File: src/inc/high_port_pkg.sv
// Package of register offsets, reset values and field positions for the high-port bank
package high_port_pkg;
  localparam logic [7:0] port4_latch_addr = 8'h84;
  localparam logic [7:0] port5_latch_addr = 8'h85;
  localparam logic [7:0] port6_latch_addr = 8'h86;
  localparam logic [7:0] port7_latch_addr = 8'h96;
  localparam logic [7:0] drive_mode_addr  = 8'hb5;
  localparam logic [7:0] latch_reset      = 8'hff;
  localparam logic [7:0] drive_mode_reset = 8'h00;
  localparam int         port4_wr_bit     = 7;
  localparam int         port4_rd_bit     = 6;
  localparam int         port4_ale_bit    = 5;
  localparam int         pullup_dis_bit   = 7;
  localparam int         ext_mem_interface_low_bit     = 1;
  localparam int         sync_stages      = 2;
endpackage

File: src/verilog/high_port_gpio_bank.sv
// High-port GPIO bank: output latches, drive modes, pull-ups and memory-interface takeover
`timescale 1ns/100ps
module high_port_gpio_bank (
  input  wire logic        clk,
  input  wire logic        nrst,
  input  wire logic [7:0]  sfr_addr,
  input  wire logic [7:0]  sfr_wdata,
  input  wire logic        sfr_wr,
  input  wire logic        sfr_rd,
  input  wire logic        sfr_rmw,
  output logic      [7:0]  sfr_rdata,
  output logic             sfr_hit,
  input  wire logic [7:0]  crossbar_config_two,
  input  wire logic        ext_mem_active,
  input  wire logic        ext_mem_read,
  input  wire logic        ext_mem_muxed,
  input  wire logic        ext_mem_wr_n,
  input  wire logic        ext_mem_rd_n,
  input  wire logic        ext_mem_ale,
  input  wire logic [15:0] ext_mem_addr,
  input  wire logic [7:0]  ext_mem_wdata,
  input  wire logic        ext_mem_addr_phase,
  output logic      [7:0]  ext_mem_rdata,
  input  wire logic [31:0] pin_in,
  output logic      [31:0] pin_out,
  output logic      [31:0] pin_oe,
  output logic      [31:0] pin_pullup_en
);
  import high_port_pkg::*;

  logic [7:0]  latch_r [4];
  logic [7:0]  high_ports_drive_mode_r;
  logic [31:0] pin_sync_lvl;

  function automatic logic [7:0] group_mode(input logic [7:0] modes, input int port);
    group_mode = {{4{modes[2*port+1]}}, {4{modes[2*port]}}};
  endfunction

  pin_sync #(.WIDTH(32)) u_sync (
    .clk      (clk),
    .nrst     (nrst),
    .async_in (pin_in),
    .sync_out (pin_sync_lvl)
  );

  // Register decode
  wire hit4 = (sfr_addr == port4_latch_addr);
  wire hit5 = (sfr_addr == port5_latch_addr);
  wire hit6 = (sfr_addr == port6_latch_addr);
  wire hit7 = (sfr_addr == port7_latch_addr);
  wire hitm = (sfr_addr == drive_mode_addr);
  wire [3:0] latch_hit = {hit7, hit6, hit5, hit4};
  wire any_hit = |latch_hit | hitm;

  // Read source: latch on read-modify-write, else pins
  wire [7:0] port_rd [4];
  genvar g;
  generate
    for (g = 0; g < 4; g++) begin : g_rd
      assign port_rd[g] = sfr_rmw ? latch_r[g] : pin_sync_lvl[8*g +: 8];
    end
  endgenerate
  wire [7:0] rd_mux = hit4 ? port_rd[0] : hit5 ? port_rd[1] : hit6 ? port_rd[2] :
                      hit7 ? port_rd[3] : hitm ? high_ports_drive_mode_r : 8'h00;

  // Memory takeover per port
  wire ext_mem_interface_on = ext_mem_active;
  wire [7:0] p4_mask = ext_mem_interface_on ? 8'he0 : 8'h00;
  wire [7:0] p5_mask = (ext_mem_interface_on && !ext_mem_muxed) ? 8'hff : 8'h00;
  wire [7:0] p6_mask = ext_mem_interface_on ? 8'hff : 8'h00;
  wire [7:0] p7_mask = ext_mem_interface_on ? 8'hff : 8'h00;
  wire [7:0] p4_ext_mem_interface = {ext_mem_wr_n, ext_mem_rd_n, ext_mem_ale, 5'h00};
  wire [7:0] p5_ext_mem_interface = ext_mem_addr[15:8];
  wire [7:0] p6_ext_mem_interface = ext_mem_muxed ? ext_mem_addr[15:8] : ext_mem_addr[7:0];
  wire [7:0] p7_ext_mem_interface = (ext_mem_muxed && ext_mem_addr_phase) ? ext_mem_addr[7:0] : ext_mem_wdata;
  wire data_float = ext_mem_interface_on && ext_mem_read && !(ext_mem_muxed && ext_mem_addr_phase);

  wire [31:0] ext_mem_interface_mask = {p7_mask, p6_mask, p5_mask, p4_mask};
  wire [31:0] ext_mem_interface_val  = {p7_ext_mem_interface, p6_ext_mem_interface, p5_ext_mem_interface, p4_ext_mem_interface};
  wire [31:0] latch_all = {latch_r[3], latch_r[2], latch_r[1], latch_r[0]};
  wire [31:0] level_nxt = (ext_mem_interface_mask & ext_mem_interface_val) | (~ext_mem_interface_mask & latch_all);
  wire [31:0] pp_all = {group_mode(high_ports_drive_mode_r, 3), group_mode(high_ports_drive_mode_r, 2),
                        group_mode(high_ports_drive_mode_r, 1), group_mode(high_ports_drive_mode_r, 0)};
  wire [31:0] float_mask = data_float ? 32'hff000000 : 32'h00000000;
  wire [31:0] oe_nxt = (~level_nxt | pp_all) & ~float_mask;
  wire        pu_dis = crossbar_config_two[pullup_dis_bit];
  wire [31:0] pu_nxt = pu_dis ? 32'h00000000 : ~(oe_nxt & ~level_nxt);

  // Register writes
  always_ff @(posedge clk) begin
    if (!nrst) begin
      for (int i = 0; i < 4; i++) latch_r[i] <= latch_reset;
      high_ports_drive_mode_r <= drive_mode_reset;
    end else if (sfr_wr) begin
      for (int i = 0; i < 4; i++) if (latch_hit[i]) latch_r[i] <= sfr_wdata;
      if (hitm) high_ports_drive_mode_r <= sfr_wdata;
    end
  end

  // Registered outputs
  always_ff @(posedge clk) begin
    if (!nrst) begin
      sfr_rdata     <= 8'h00;
      sfr_hit       <= 1'b0;
      pin_out       <= 32'hffffffff;
      pin_oe        <= 32'h00000000;
      pin_pullup_en <= 32'hffffffff;
      ext_mem_rdata <= 8'h00;
    end else begin
      sfr_rdata     <= sfr_rd ? rd_mux : 8'h00;
      sfr_hit       <= (sfr_rd | sfr_wr) & any_hit;
      pin_out       <= level_nxt;
      pin_oe        <= oe_nxt;
      pin_pullup_en <= pu_nxt;
      ext_mem_rdata <= pin_sync_lvl[31:24];
    end
  end
endmodule

File: src/verilog/pin_sync.sv
// Two-flop synchroniser for WIDTH pin levels (a byte by default)
`timescale 1ns/100ps
module pin_sync #(
  parameter int WIDTH = 8
) (
  input  wire logic             clk,
  input  wire logic             nrst,
  input  wire logic [WIDTH-1:0] async_in,
  output logic      [WIDTH-1:0] sync_out
);
  logic [WIDTH-1:0] stage1_r;

  always_ff @(posedge clk) begin
    if (!nrst) begin
      stage1_r <= '1;
      sync_out <= '1;
    end else begin
      stage1_r <= async_in;
      sync_out <= stage1_r;
    end
  end
endmodule
File: config.mk
export PLATFORM = sky130hd
export DESIGN_NAME = high_port_gpio_bank
export DESIGN_NICKNAME = d
export VERILOG_FILES = /design/src/inc/high_port_pkg.sv /design/src/verilog/high_port_gpio_bank.sv /design/src/verilog/pin_sync.sv
export SDC_FILE = /design/constraint.sdc
export NUM_CORES = 1
export LEC_CHECK = 0
export BUFFER_PORTS_ARGS = -buffer_cell sky130_fd_sc_hd__buf_2
export CAP_MARGIN = 30
export CORE_AREA = 2 2 134 136
export DETAILED_ROUTE_END_ITERATION = 8
export DIE_AREA = 0 0 136 138
export HOLD_SLACK_MARGIN = 0.06
export PLACE_DENSITY_LB_ADDON = 0.2
export SLEW_MARGIN = 20
export SYNTH_ARGS = -nofsm -noshare
export SYNTH_HDL_FRONTEND = slang
export SYNTH_HIERARCHICAL = 1
export SYNTH_SLANG_ARGS = --single-unit
File: constraint.sdc
create_clock -name clk -period 2.4 [get_ports clk]
set_clock_uncertainty 0.15 [all_clocks]
set_input_delay 0.24 -clock clk [delete_from_list [all_inputs] [get_ports clk]]
set_output_delay 0.24 -clock clk [all_outputs]
set_load 0.05 [all_outputs]
* After elaboration in Yosys (flattened, before gate mapping)
Memories as Yosys holds them, arrays and structs flattened.
Cells that the tools add are included.
** Operators by class
- Bitwise logic cells :: 17
- Multiplexer cells :: 37
- $lt $le $gt $ge :: 0
- Eq/ne operators :: 5
- Reduce and logical (&&, ||, !) cells :: 9
- Multiply operators :: 0
- $add $sub $neg :: 0
- Shifts and indexed selects :: 0
- Divide/modulo/power cells :: 0
** Operator list (count)
- 2-to-1 mux 8 bit :: 18
- bitwise AND 32 bit :: 4
- inverter 32 bit :: 4
- 2-to-1 mux 32 bit :: 2
- bitwise OR 32 bit :: 2
- equality test 8 bit, second input constant :: 5
- 2-to-1 mux 1 bit :: 17
- bitwise OR 1 bit :: 6
- logical AND 1 bit :: 4
- AND reduction 2 bit :: 2
- OR reduction 4 bit :: 1
- zero test 1 bit :: 2
- bitwise AND 1 bit :: 1
** Storage, ports and cells
- Memories :: 1
- Bits in latches :: 0
- Bits in read-only memories :: 0
- Bits in writable memories :: 32
- Bits of input ports :: 92
- Bits in registers :: 185
** Memories
- latch_r :: depth 4, bits a word 8, rd ports 4, clocked after memory_dff 0, write ports 4, RTL line high_port_gpio_bank.sv:31 : logic [7:0] latch_r [4];

* Depth between registers and ports, before layout
Gate-level depths: netlist of run 1.
- Depth in word-level cells :: 12
- Depth in mapped cells :: 7

* By module
Netlist of run 1, hierarchy kept.
** By module, submodules not included
- high_port_gpio_bank :: seq. area each 3383.2 um2, times used 1, cells each 548, area an instance 5935.7 um2
- pin_sync :: seq. area each 1281.2 um2, times used 1, cells each 134, area an instance 1716.6 um2

* Worst setup path before layout of run 1
Ideal clock, no wire load.
- Path kind :: input to register
- Start point :: in sfr_addr[3]
- End point :: mem latch_r[1][0] (enable)
- Path slack :: -0.014 ns
- Library setup time :: 0.387 ns
- Required time :: 1.863 ns
- Stages on the path :: 6
- Data arrival time :: 1.878 ns
- Path through :: or3b_1 > buf_2 > nand2b_1 > buf_2 > buf_6 > o31ai_1
** RTL lines
- from (decl) :: RTL line high_port_gpio_bank.sv:6 : input wire logic [7:0] sfr_addr,
- to (decl) :: RTL line high_port_gpio_bank.sv:31

==> impl_metrics.csv, run 1 <==
group,metric,value,unit
status,status,"finished clean",
drt,drc,0,
placement,placement_setup_slack,196,ps
worst_setup_path,cp-endpoint,"latch_r[2][0]",
clock_tree,clockBufferDepth,3,
die,die_w,136,um
drt,via_to_cell_ratio,4.77,
worst_setup_path,reg2reg_to,"sfr_rdata[6]",
global_route,groute.usage.overall,20.7,%
worst_setup_path,flop2flop_setup_slack,880,ps
sta,final.setup.worst_slack,174,ps
yosys,synthesis.instances,682,
worst_setup_path,path_max_fanout,8,
yosys,synthesis.area,7650,um^2
die,std_cell_rows,49,
pwr,power_leakage,4.49,nW
global_route,wire_length_of_the_first_global_routing_pass,30000,um
worst_setup_path,worst_setup_path_type,"in2reg",
clock_tree,post-cts-setup-buffer-count,0,
placement,detailed_place_hpwl,14500,um
run,cap_viol_max_count,0,
hold_path,min_path_type,"in2reg",
drt,drt_first_pass_iters,4,
die,die_y,138,um
sta,finalSetupTns,0,ps
sta,setup_repair_after_global_routing_missed_its_margin,"false",
layout,antenna_cells,0,
global_route,largest_net_degree_at_the_start_of_global_routing,78,
placement,placedInstanceArea,8940,um^2
global_route,grt_pass1_vias,5584,
clock_tree,cts_num_sinks,217,
layout,filler_cell_count,1519,
yosys,post_synth_num_cell_types,43,
clock_tree,worst_setup_hold_path_clk_slew,60,ps
worst_setup_path,worst_setup_path_startpoint,"sfr_addr[6]",
yosys,synth_compound_area_share,8.89,%
worst_setup_path,cp_data_arrival_time,2310,ps
yosys,yosys_warnings,6,
worst_setup_path,regToRegStartpoint,"latch_r[3][6]",
die,core_area,17500,um^2
worst_setup_path,sort_of_element_at_the_start_of_the_critical_path,"primary input",
die,io-pin-count,205,
die,floorplan.initialDensity,43.6,%
sta,report.final.setup_viol,0,
sta,finalWorstPathRequiredPeriod,2230,ps
clock_tree,cts_root_buffer,"clkbuf_16",
yosys,synth-seq-area-share,61.0,%
worst_setup_path,worst-endpoint-required,2490,ps
yosys,synth.net_count,774,
sta,hold_violations,0,
yosys,synth_xor_xnor_area_share,0,%
sta,fin_crit_sh,92.7,%
clock_tree,worst_skew_pair.late_latency,500,ps
layout,flow.area_growth_from_synthesis,35.8,%
yosys,post_synth_fa_ha_maj_area_fraction,0,%
clock_tree,tritoncts_clock_tree,"yes",
drt,routed_wire_length_per_instance,16.5,um
sta,slew_violations,0,
yosys,count_of_state_elements_after_synthesis,217,
worst_setup_path,endpoint_class_of_the_critical_path,"flip-flop",
clock_tree,numCtsBuffers,22,
global_route,grt-ovfl-total,0,
layout,layout-drive-gt1-share,28.7,%
hold_path,hold_path.startpoint,"ext_mem_wdata[0]",
worst_setup_path,worst-r2r-cell-count,4,
global_route,initial_antenna_violation_count,0,
yosys,postSynthAreaPerCell,11.2,um^2
placement,last_weighted_congestion_value_of_the_routability_driven_placer,0.868,
sta,fmax,449,MHz
layout,finish.instance_area,10400,um^2
yosys,synthSimpleGateAreaFrac,18.2,%
yosys,post_synth_mux_area_share,8.89,%
sta,measured_slew_at_the_worst_slew_check_pin,682,ps
clock_tree,cts_max_level,1,
drt,route.vias.total,5747,
drt,finalWirelength,19900,um
drt,ant_nets,0,
die,die-area,18800,um^2
pwr,cellPowerDensity,805,nW/um^2
drt,detail_route.iter0.violations,380,
yosys,synth_top_family_by_area,"simple AND/OR/NAND/NOR gates",
layout,final_net_count,1053,
placement,buffer_ports.inserted,197,
pwr,max-vdd-ir-drop,0.000488,V
sta,max_slew_margin,54.6,%
-- synth_stat cells --
cell type,number,share of area [%]
nor4b_4,1,0.31
nand2_1,60,2.9
or3_1,9,0.74
nand2b_1,96,7.8
buf_6,1,0.15
or2_2,8,0.65
a221oi_1,7,0.80
a211oi_1,8,0.78
nand3_1,26,1.7
o31a_1,1,0.11
o22ai_1,1,0.082
nor3_1,8,0.52
a221oi_2,1,0.20
nor4_1,1,0.082
a21oi_1,5,0.33
inv_1,11,0.54
dfxtp_1,185,48
nor3_4,1,0.21
clkbuf_1,25,1.2
or4b_4,1,0.18
edfxtp_1,32,13
or3b_1,1,0.11
o41ai_1,1,0.11
o211ai_1,24,2.4
buf_1,5,0.25
o31ai_1,2,0.20
or2b_1,7,0.69
a211o_1,8,0.92
a21o_1,8,0.78
nor2_1,8,0.39
nand4bb_1,1,0.15
mux2_2,8,1.2
o21ai_0,19,1.2
nor3_2,2,0.26
o21a_1,1,0.098
mux2i_1,59,7.7
nand3b_1,1,0.098
a31oi_1,9,0.74
buf_2,13,0.85
nor2b_1,1,0.082
nor4bb_1,1,0.13
and2_1,14,1.1
o2111a_1,1,0.15
-- layer usage --
layer  share of wire, %  routed length, um  vias up  global-route usage (%)
met5                  0                  0        -                       0
met4                2.7                534        0                    7.29
met3                7.6               1510       33                    4.11
met2                 45               9040      245                    33.1
met1                 44               8790     2573                    27.8
li1                   -                  -     2896                       -
-- critical path, cell delays in order --
cell           delay [ps]
dlygate4sd3_1         530
buf_2                 150
or4b_4                580
or3_1                 500
or2_2                 320
-- how the worst min path moves through the flow --
stage	endpoint	slack, ps	cells past startpoint
2_1_floorplan	u_sync/stage1_r[0]	190	1
3_3_place_gp	u_sync/sync_out[31]	240	1
3_5_place_dp	u_sync/sync_out[12]	240	1
4_1_cts	pin_oe[30]	60	5
5_1_grt	pin_oe[29]	100	5
6_report	pin_oe[24]	90	5
-- what timing repair did --
item                      4_1_cts  5_1_grt
gates resized for setup         0        0
hold endpoints to repair      146        0
hold buffers                   76        0
-- where the power goes --
group	internal (W)	leakage [nW]	total [W]	switching, W
registers	0.00389	1.86	0.00397	0.0000813
logic	0.000381	2.28	0.00116	0.000784
clock network	0.00188	0.348	0.00323	0.00134
total	0.00615	4.49	0.00836	0.00221
-- cells in the final DEF, fill, tap and decap left out, types with 11 or more instances in the layout --
cell type,n
buf_2,196
dfxtp_1,185
nand2b_1,96
dlygate4sd3_1,76
nand2_1,60
mux2i_1,59
edfxtp_1,32
buf_4,27
nand3_1,26
o211ai_1,24
clkbuf_16,23
o21ai_0,19
and2_1,14
inv_1,11
-- through the flow --
stage / cells / utilization [%] / hold WS [ps] / total power [W]
floorplan: 682 / - / 186 / 0.00478
global placement: 1090 / 51.0 / 236 / 0.00511
detailed placement: 1090 / 51.0 / 241 / 0.00512
CTS: 1205 / 59.3 / 62.2 / 0.00844
global route: 1205 / 59.3 / 97.1 / 0.00869
finish: 1205 / 59.3 / 86.4 / 0.00836
-- cells by family after synthesis --
kind of cell    Yosys count
buf+inv                  55
simple gates            247
mux                      67
compound gates           96
flops                   217
-- registers in the layout, indices dropped and copies added (netlist names), 32 cells and up --
name             count
pin_oe              32
u_sync/sync_out     32
pin_out             32
u_sync/stage1_r     32
latch_r             32
pin_pullup_en       32
-- layout make-up --
type | instances | area [um^2] | area share (%)
repair buffers | 299 | 1940 | 18.7
multi-input cells | 410 | 2760 | 26.6
clock buffers | 32 | 649 | 6.25
clock inverters | 7 | 41.3 | 0.397
inverters | 11 | 41.3 | 0.397
well taps | 229 | 287 | 2.76
flip-flops and latches | 217 | 4660 | 44.9
Note: power is estimated with default switching activity, not from simulation.
==> run 2: changes to the inputs <==
--- a/config.mk
+++ b/config.mk
@@ -9,5 +9,6 @@
 export CAP_MARGIN = 30
-export CORE_AREA = 2 2 134 136
+export CORE_AREA = 10 10 142 144
 export DETAILED_ROUTE_END_ITERATION = 8
-export DIE_AREA = 0 0 136 138
+export DIE_AREA = 0 0 152 154
+export GPL_TIMING_DRIVEN = 1
 export HOLD_SLACK_MARGIN = 0.06
==> constraint.sdc (replaced) <==
create_clock -name clk -period 2.4 [get_ports clk]
set_clock_uncertainty 0.15 [all_clocks]
set_input_delay 0.12 -clock clk [delete_from_list [all_inputs] [get_ports clk]]
set_output_delay 0.12 -clock clk [all_outputs]
set_load 0.05 [all_outputs]
==> run 2 against run 1 <==
  * Sequential share of layout area down 0.50 points
  * Total power up 4.7%
  * Sequential power about the same
  * Largest cell class unchanged
  * Largest power group unchanged
  * Highest routed layer unchanged
==> impl_metrics.csv, run 2 (synthesized netlist as in run 1, its figures left out) <==
group,metric,value,unit
drt,ant_nets,0,
clock_tree,numCtsBuffers,22,
run,cap_viol_max_count,0,
layout,layout-drive-gt1-share,28.0,%
die,die_y,154,um
placement,placement_setup_slack,294,ps
drt,detail_route.iter0.violations,434,
sta,finalWorstPathRequiredPeriod,2220,ps
layout,final_cell_mix,"196 x buf_2, 185 x dfxtp_1, 96 x nand2b_1",
sta,finalSetupTns,0,ps
sta,setup_repair_after_global_routing_missed_its_margin,"false",
die,io-pin-count,205,
clock_tree,cts_num_sinks,217,
worst_setup_path,regToRegStartpoint,"u_sync/sync_out[24]",
worst_setup_path,path_max_fanout,28,
die,die_w,152,um
sta,fin_crit_sh,92.5,%
clock_tree,tritoncts_clock_tree,"yes",
worst_setup_path,worst-endpoint-required,2710,ps
sta,hold_violations,0,
drt,drc,0,
placement,last_weighted_congestion_value_of_the_routability_driven_placer,0.878,
pwr,intPower,0.00647,W
sta,max_slew_margin,58.5,%
layout,antenna_cells,0,
drt,route.vias.total,5980,
clock_tree,worst_skew_pair.late_latency,520,ps
global_route,grt_pass1_vias,6135,
global_route,grt-ovfl-total,0,
hold_path,hold_path.startpoint,"sfr_addr[7]",
pwr,clkPwrFrac,41.0,%
drt,via_to_cell_ratio,4.98,
die,floorplan.initialDensity,44.6,%
drt,drt_first_pass_iters,5,
layout,flow.area_growth_from_synthesis,37.3,%
die,core_area,17200,um^2
placement,buffer_ports.inserted,197,
worst_setup_path,flop2flop_setup_slack,870,ps
hold_path,min_path_type,"in2reg",
sta,final.setup.worst_slack,179,ps
clock_tree,cts_max_level,1,
global_route,wire_length_of_the_first_global_routing_pass,34900,um
clock_tree,cts_root_buffer,"clkbuf_16",
worst_setup_path,cp_data_arrival_time,2530,ps
worst_setup_path,endpoint_class_of_the_critical_path,"flip-flop",
layout,filler_cell_count,1417,
worst_setup_path,worst_setup_path_type,"in2reg",
sta,report.final.setup_viol,0,
sta,fmax,450,MHz
clock_tree,post-cts-setup-buffer-count,0,
global_route,largest_net_degree_at_the_start_of_global_routing,128,
clock_tree,clockBufferDepth,3,
status,status,"finished clean",
drt,routed_wire_length_per_instance,19.0,um
pwr,switching_share,26.0,%
drt,finalWirelength,22700,um
pwr,pwr-share-comb,13.7,%
layout,final_net_count,1053,
clock_tree,worst_setup_hold_path_clk_slew,70,ps
placement,detailed_place_hpwl,17000,um
global_route,initial_antenna_violation_count,0,
pwr,power_leakage,4.53,nW
global_route,groute.usage.overall,18.6,%
die,std_cell_rows,48,
worst_setup_path,worst_setup_path_startpoint,"ext_mem_active",
pwr,net-switching-power,0.00228,W
sta,measured_slew_at_the_worst_slew_check_pin,619,ps
worst_setup_path,sort_of_element_at_the_start_of_the_critical_path,"primary input",
layout,mostFrequentLayoutCell,"buf_2",
die,die-area,23400,um^2
layout,multiInputGateArea,2760,um^2
pwr,max-vdd-ir-drop,0.000507,V
layout,seqCellArea,4660,um^2
sta,slew_violations,0,
pwr,seqPwrFrac,45.3,%
pwr,cellPowerDensity,833,nW/um^2
## run 2: what timing repair did
item,in CTS,in global routing
resized for setup,0,1
endpoints found under the setup margin,0,1
hold endpoints to repair,166,0
hold buffers,85,0
## run 2: power by group through the flow
stage | registers, W | logic, W | clock network [W]
3_5_place_dp | 0.00405 | 0.00109 | 0
2_1_floorplan | 0.00447 | 0.000314 | 0
4_1_cts | 0.00397 | 0.00120 | 0.00366
6_report | 0.00397 | 0.00119 | 0.00359
3_3_place_gp | 0.00404 | 0.00108 | 0
5_1_grt | 0.00398 | 0.00127 | 0.00379
## run 2: worst max-delay path, cell delays in order
cell and delay, ps:
dlygate4sd3_1 540, buf_2 290, buf_6 270, o211ai_1 110
dlygate4sd3_1 570, nand3_1 80, dlygate4sd3_1 540
## run 2: stage by stage
step	hold slack, ps	util, %	area [um^2]	instances	power, W
after floorplan	66.4	-	7650	682	0.00478
after global placement	149	51.7	8870	1077	0.00512
after detailed placement	154	51.7	8870	1077	0.00514
after CTS	68.9	61.2	10500	1200	0.00883
after global routing	116	61.2	10500	1200	0.00904
final	77.5	61.2	10500	1200	0.00875
## run 2: path summary, 6_finish.rpt
path                                end  depth (start not counted)
max reg2reg                sfr_rdata[0]                          4
min          high_ports_drive_mode_r[0]                          5
max                         pin_out[25]                          7
min reg2reg         u_sync/sync_out[12]                          1
## run 2: routing by layer
| layer | up-vias | GRT usage, % | part of all wire [%] |
|---|---|---|---|
| li1 | 2909 | - | - |
| met1 | 2744 | 23.6 | 43 |
| met4 | 0 | 7.06 | 2.8 |
| met3 | 43 | 4.30 | 7.9 |
| met2 | 284 | 30.2 | 46 |
| met5 | - | 0 | 0 |
## run 2: layout make-up
class	instances	share of cell area, %
clock buffer	29	6.06
clock inverter	9	1.36
inverter	11	0.393
multi-input combinational	410	26.2
sequential	217	44.4
tap	225	2.68
timing repair buffer	299	18.9
==> run 3: changes to the inputs <==
- ABC_AREA: default -> 1
- CORE_AREA: 10 10 142 144 -> 10 10 143 145
- DIE_AREA: 0 0 152 154 -> 0 0 153 155
==> run 3 against run 2 <==
  * Worst setup slack got worse by 11 ps
  * Die area is 1.3% higher
  * Largest cell class unchanged
  * Synthesized cell count up 32%
  * First-iteration DRC count fell by 1.8%
  * Worst hold slack lost 0.54 ps
  * Flip-flop and latch count unchanged
  * Maximum frequency shrank 0.49%
  * Clock-buffer cell count rose by 6
  * Via count increased by 13%
  * Non-clock buffer count is 35 higher
  * Sequential power about the same
==> impl_metrics.csv, run 3 <==
group,metric,value,unit
drt,drc,0,
drt,routed_wire_length_per_instance,15.6,um
global_route,grt-ovfl-total,0,
yosys,count_of_state_elements_after_synthesis,217,
worst_setup_path,sort_of_element_at_the_start_of_the_critical_path,"primary input",
drt,drt_first_pass_iters,7,
yosys,top_cell_type_by_total_area_after_synthesis,"dfxtp_1",
layout,finish.instance_area,10900,um^2
placement,last_weighted_congestion_value_of_the_routability_driven_placer,0.871,
yosys,post_synth_fa_ha_maj_area_fraction,0,%
layout,flow.area_growth_from_synthesis,40.6,%
die,core_area,17700,um^2
global_route,initial_antenna_violation_count,0,
yosys,synth.net_count,995,
yosys,post_synth_num_cell_types,26,
yosys,dominantRegCellSynth,"dfxtp_1",
layout,mostFrequentLayoutCell,"nand2_1",
yosys,synth_top_family_by_area,"simple AND/OR/NAND/NOR gates",
placement,detailed_place_hpwl,15900,um
clock_tree,cts_max_level,1,
layout,seqCellArea,4660,um^2
clock_tree,numCtsBuffers,22,
sta,report.final.setup_viol,0,
yosys,synth_edf_count,32,
yosys,postSynthAreaPerCell,8.56,um^2
yosys,async_flop_share,0,%
sta,measured_slew_at_the_worst_slew_check_pin,626,ps
yosys,synth_compound_area_share,7.92,%
pwr,max-vdd-ir-drop,0.000636,V
global_route,groute.usage.overall,18.5,%
yosys,yosys_warnings,6,
drt,route.layer.met1.wl,10000,um
drt,finalWirelength,22900,um
worst_setup_path,cp_data_arrival_time,2480,ps
drt,ant_nets,0,
clock_tree,clockBufferDepth,3,
pwr,power_leakage,5.49,nW
drt,routed-wl-met2,10400,um
sta,fin_crit_sh,93.0,%
clock_tree,cts_num_sinks,217,
die,floorplan.initialDensity,43.8,%
worst_setup_path,endpoint_class_of_the_critical_path,"flip-flop",
die,std_cell_rows,49,
clock_tree,worst_skew_pair.late_latency,520,ps
worst_setup_path,worst_setup_path_type,"in2reg",
drt,via_to_cell_ratio,4.59,
status,status,"finished clean",
yosys,synthesis.area,7730,um^2
clock_tree,tritoncts_clock_tree,"yes",
die,die_y,155,um
layout,filler_cell_count,1543,
global_route,wire_length_of_the_first_global_routing_pass,35800,um
worst_setup_path,path_max_fanout,13,
sta,hold_violations,0,
drt,routed-wl-met3,1930,um
sta,setup_repair_after_global_routing_missed_its_margin,"false",
die,io-pin-count,205,
yosys,netlist_top_cells_area,"dfxtp_1 48%, nand2_1 15%, edfxtp_1 12%, inv_1 6.6%, o21ai_0 4.1%",
drt,detail_route.iter0.violations,426,
yosys,synth-seq-area-share,60.4,%
sta,finalSetupTns,0,ps
drt,routed.top_layer,"met4",
yosys,post_synth_mux_area_share,0,%
global_route,grt_pass1_vias,6774,
layout,multiInputGateArea,2270,um^2
clock_tree,worst_setup_hold_path_clk_slew,60,ps
die,die_w,153,um
pwr,cellPowerDensity,791,nW/um^2
yosys,synthesis.instances,903,
yosys,synthMostInstantiatedCell,"nand2_1",
global_route,largest_net_degree_at_the_start_of_global_routing,142,
layout,final_net_count,1316,
yosys,synth_largest_type_area_fraction,47.9,%
placement,placedInstanceArea,8810,um^2
layout,antenna_cells,0,
placement,buffer_ports.inserted,197,
hold_path,min_path_type,"in2reg",
sta,finalWorstPathRequiredPeriod,2230,ps
worst_setup_path,worst-endpoint-required,2650,ps
sta,slew_violations,0,
drt,route.vias.total,6731,
layout,layout-drive-gt1-share,21.5,%
clock_tree,cts_root_buffer,"clkbuf_16",
yosys,ys_top_cells_by_count,"305 x nand2_1, 185 x dfxtp_1, 136 x inv_1, 64 x o21ai_0, 40 x nand3_1",
run,cap_viol_max_count,0,
sta,fmax,448,MHz
die,die-area,23700,um^2
layout,final_cell_mix,"304 x nand2_1, 196 x buf_2, 185 x dfxtp_1",
yosys,synthSimpleGateAreaFrac,21.5,%
yosys,synth_xor_xnor_area_share,0,%
sta,max_slew_margin,58.2,%
## run 3: cell count changes in the layout (fill, tap and decap cells not counted), sizes merged, moves of 15 or more
cell         delta
dlygate4sd3    +42
o21ai          +57
nand2         +252
inv           +129
mux2i          -59
a21oi          +27
nor2           +23
o211ai         -24
nand2b         -96
nand3          +15
## run 3: logic make-up (layout without fill, tap and decap cells)
logic type             after synthesis  count (layout)
buffers and inverters              179             515
AOI/OAI and AO/OA                  117             117
and+or+nand+nor                    390             390
DFF                                217             217
## run 3: stage by stage
| stage | worst slack [ps] | hold WS, ps | cells | utilization (%) | total power, W |
|---|---|---|---|---|---|
| floorplan | 669 | 54.8 | 903 | - | 0.00480 |
| global placement | 718 | 142 | 1300 | 49.9 | 0.00510 |
| global route | 46.0 | 113 | 1468 | 61.5 | 0.00893 |
| detailed placement | 688 | 143 | 1300 | 49.9 | 0.00511 |
| CTS | 29.1 | 67.3 | 1467 | 61.3 | 0.00864 |
| finish | 168 | 76.9 | 1468 | 61.5 | 0.00859 |
## run 3: worst paths after layout
kind | startpoint | endpoint | slack [ps] | depth (start not counted)
min reg2reg | u_sync/stage1_r[2] | u_sync/sync_out[2] | 250 | 2
min | ext_mem_muxed | pin_oe[26] | 80 | 5
max | sfr_wr | high_ports_drive_mode_r[0] | 170 | 7
max reg2reg | latch_r[3][1] | pin_pullup_en[25] | 670 | 5
## run 3: power breakdown
part / switching (W) / internal (W)
combinational: 0.000861 / 0.000386
clock: 0.00137 / 0.00202
sequential: 0.0000696 / 0.00389
## run 3: final cells by class
type,instances,area share [%]
tap,229,2.64
multi-input combinational,507,20.9
inverter,142,4.95
clock buffer,35,6.16
clock inverter,4,0.530
timing repair buffer,334,21.9
sequential,217,42.9
## run 3: critical path: stages
cell	delay (ps)
dlygate4sd3_1	540
buf_2	150
nand3_2	260
o21ai_0	240
dlygate4sd3_1	570
a21oi_1	40
dlygate4sd3_1	570
## run 3: routing by layer
layer / vias to the layer above / GRT usage [%]
li1: 3418 / -
met4: 0 / 6.31
met3: 43 / 4.69
met2: 275 / 30.1
met5: - / 0
met1: 2995 / 23.4
## run 3: what timing repair did
action	in CTS	in global routing
hold buffers	128	0
resized for setup	0	5
buffers inserted	0	0
endpoints found under the hold margin	209	0
endpoints found under the setup margin	0	7
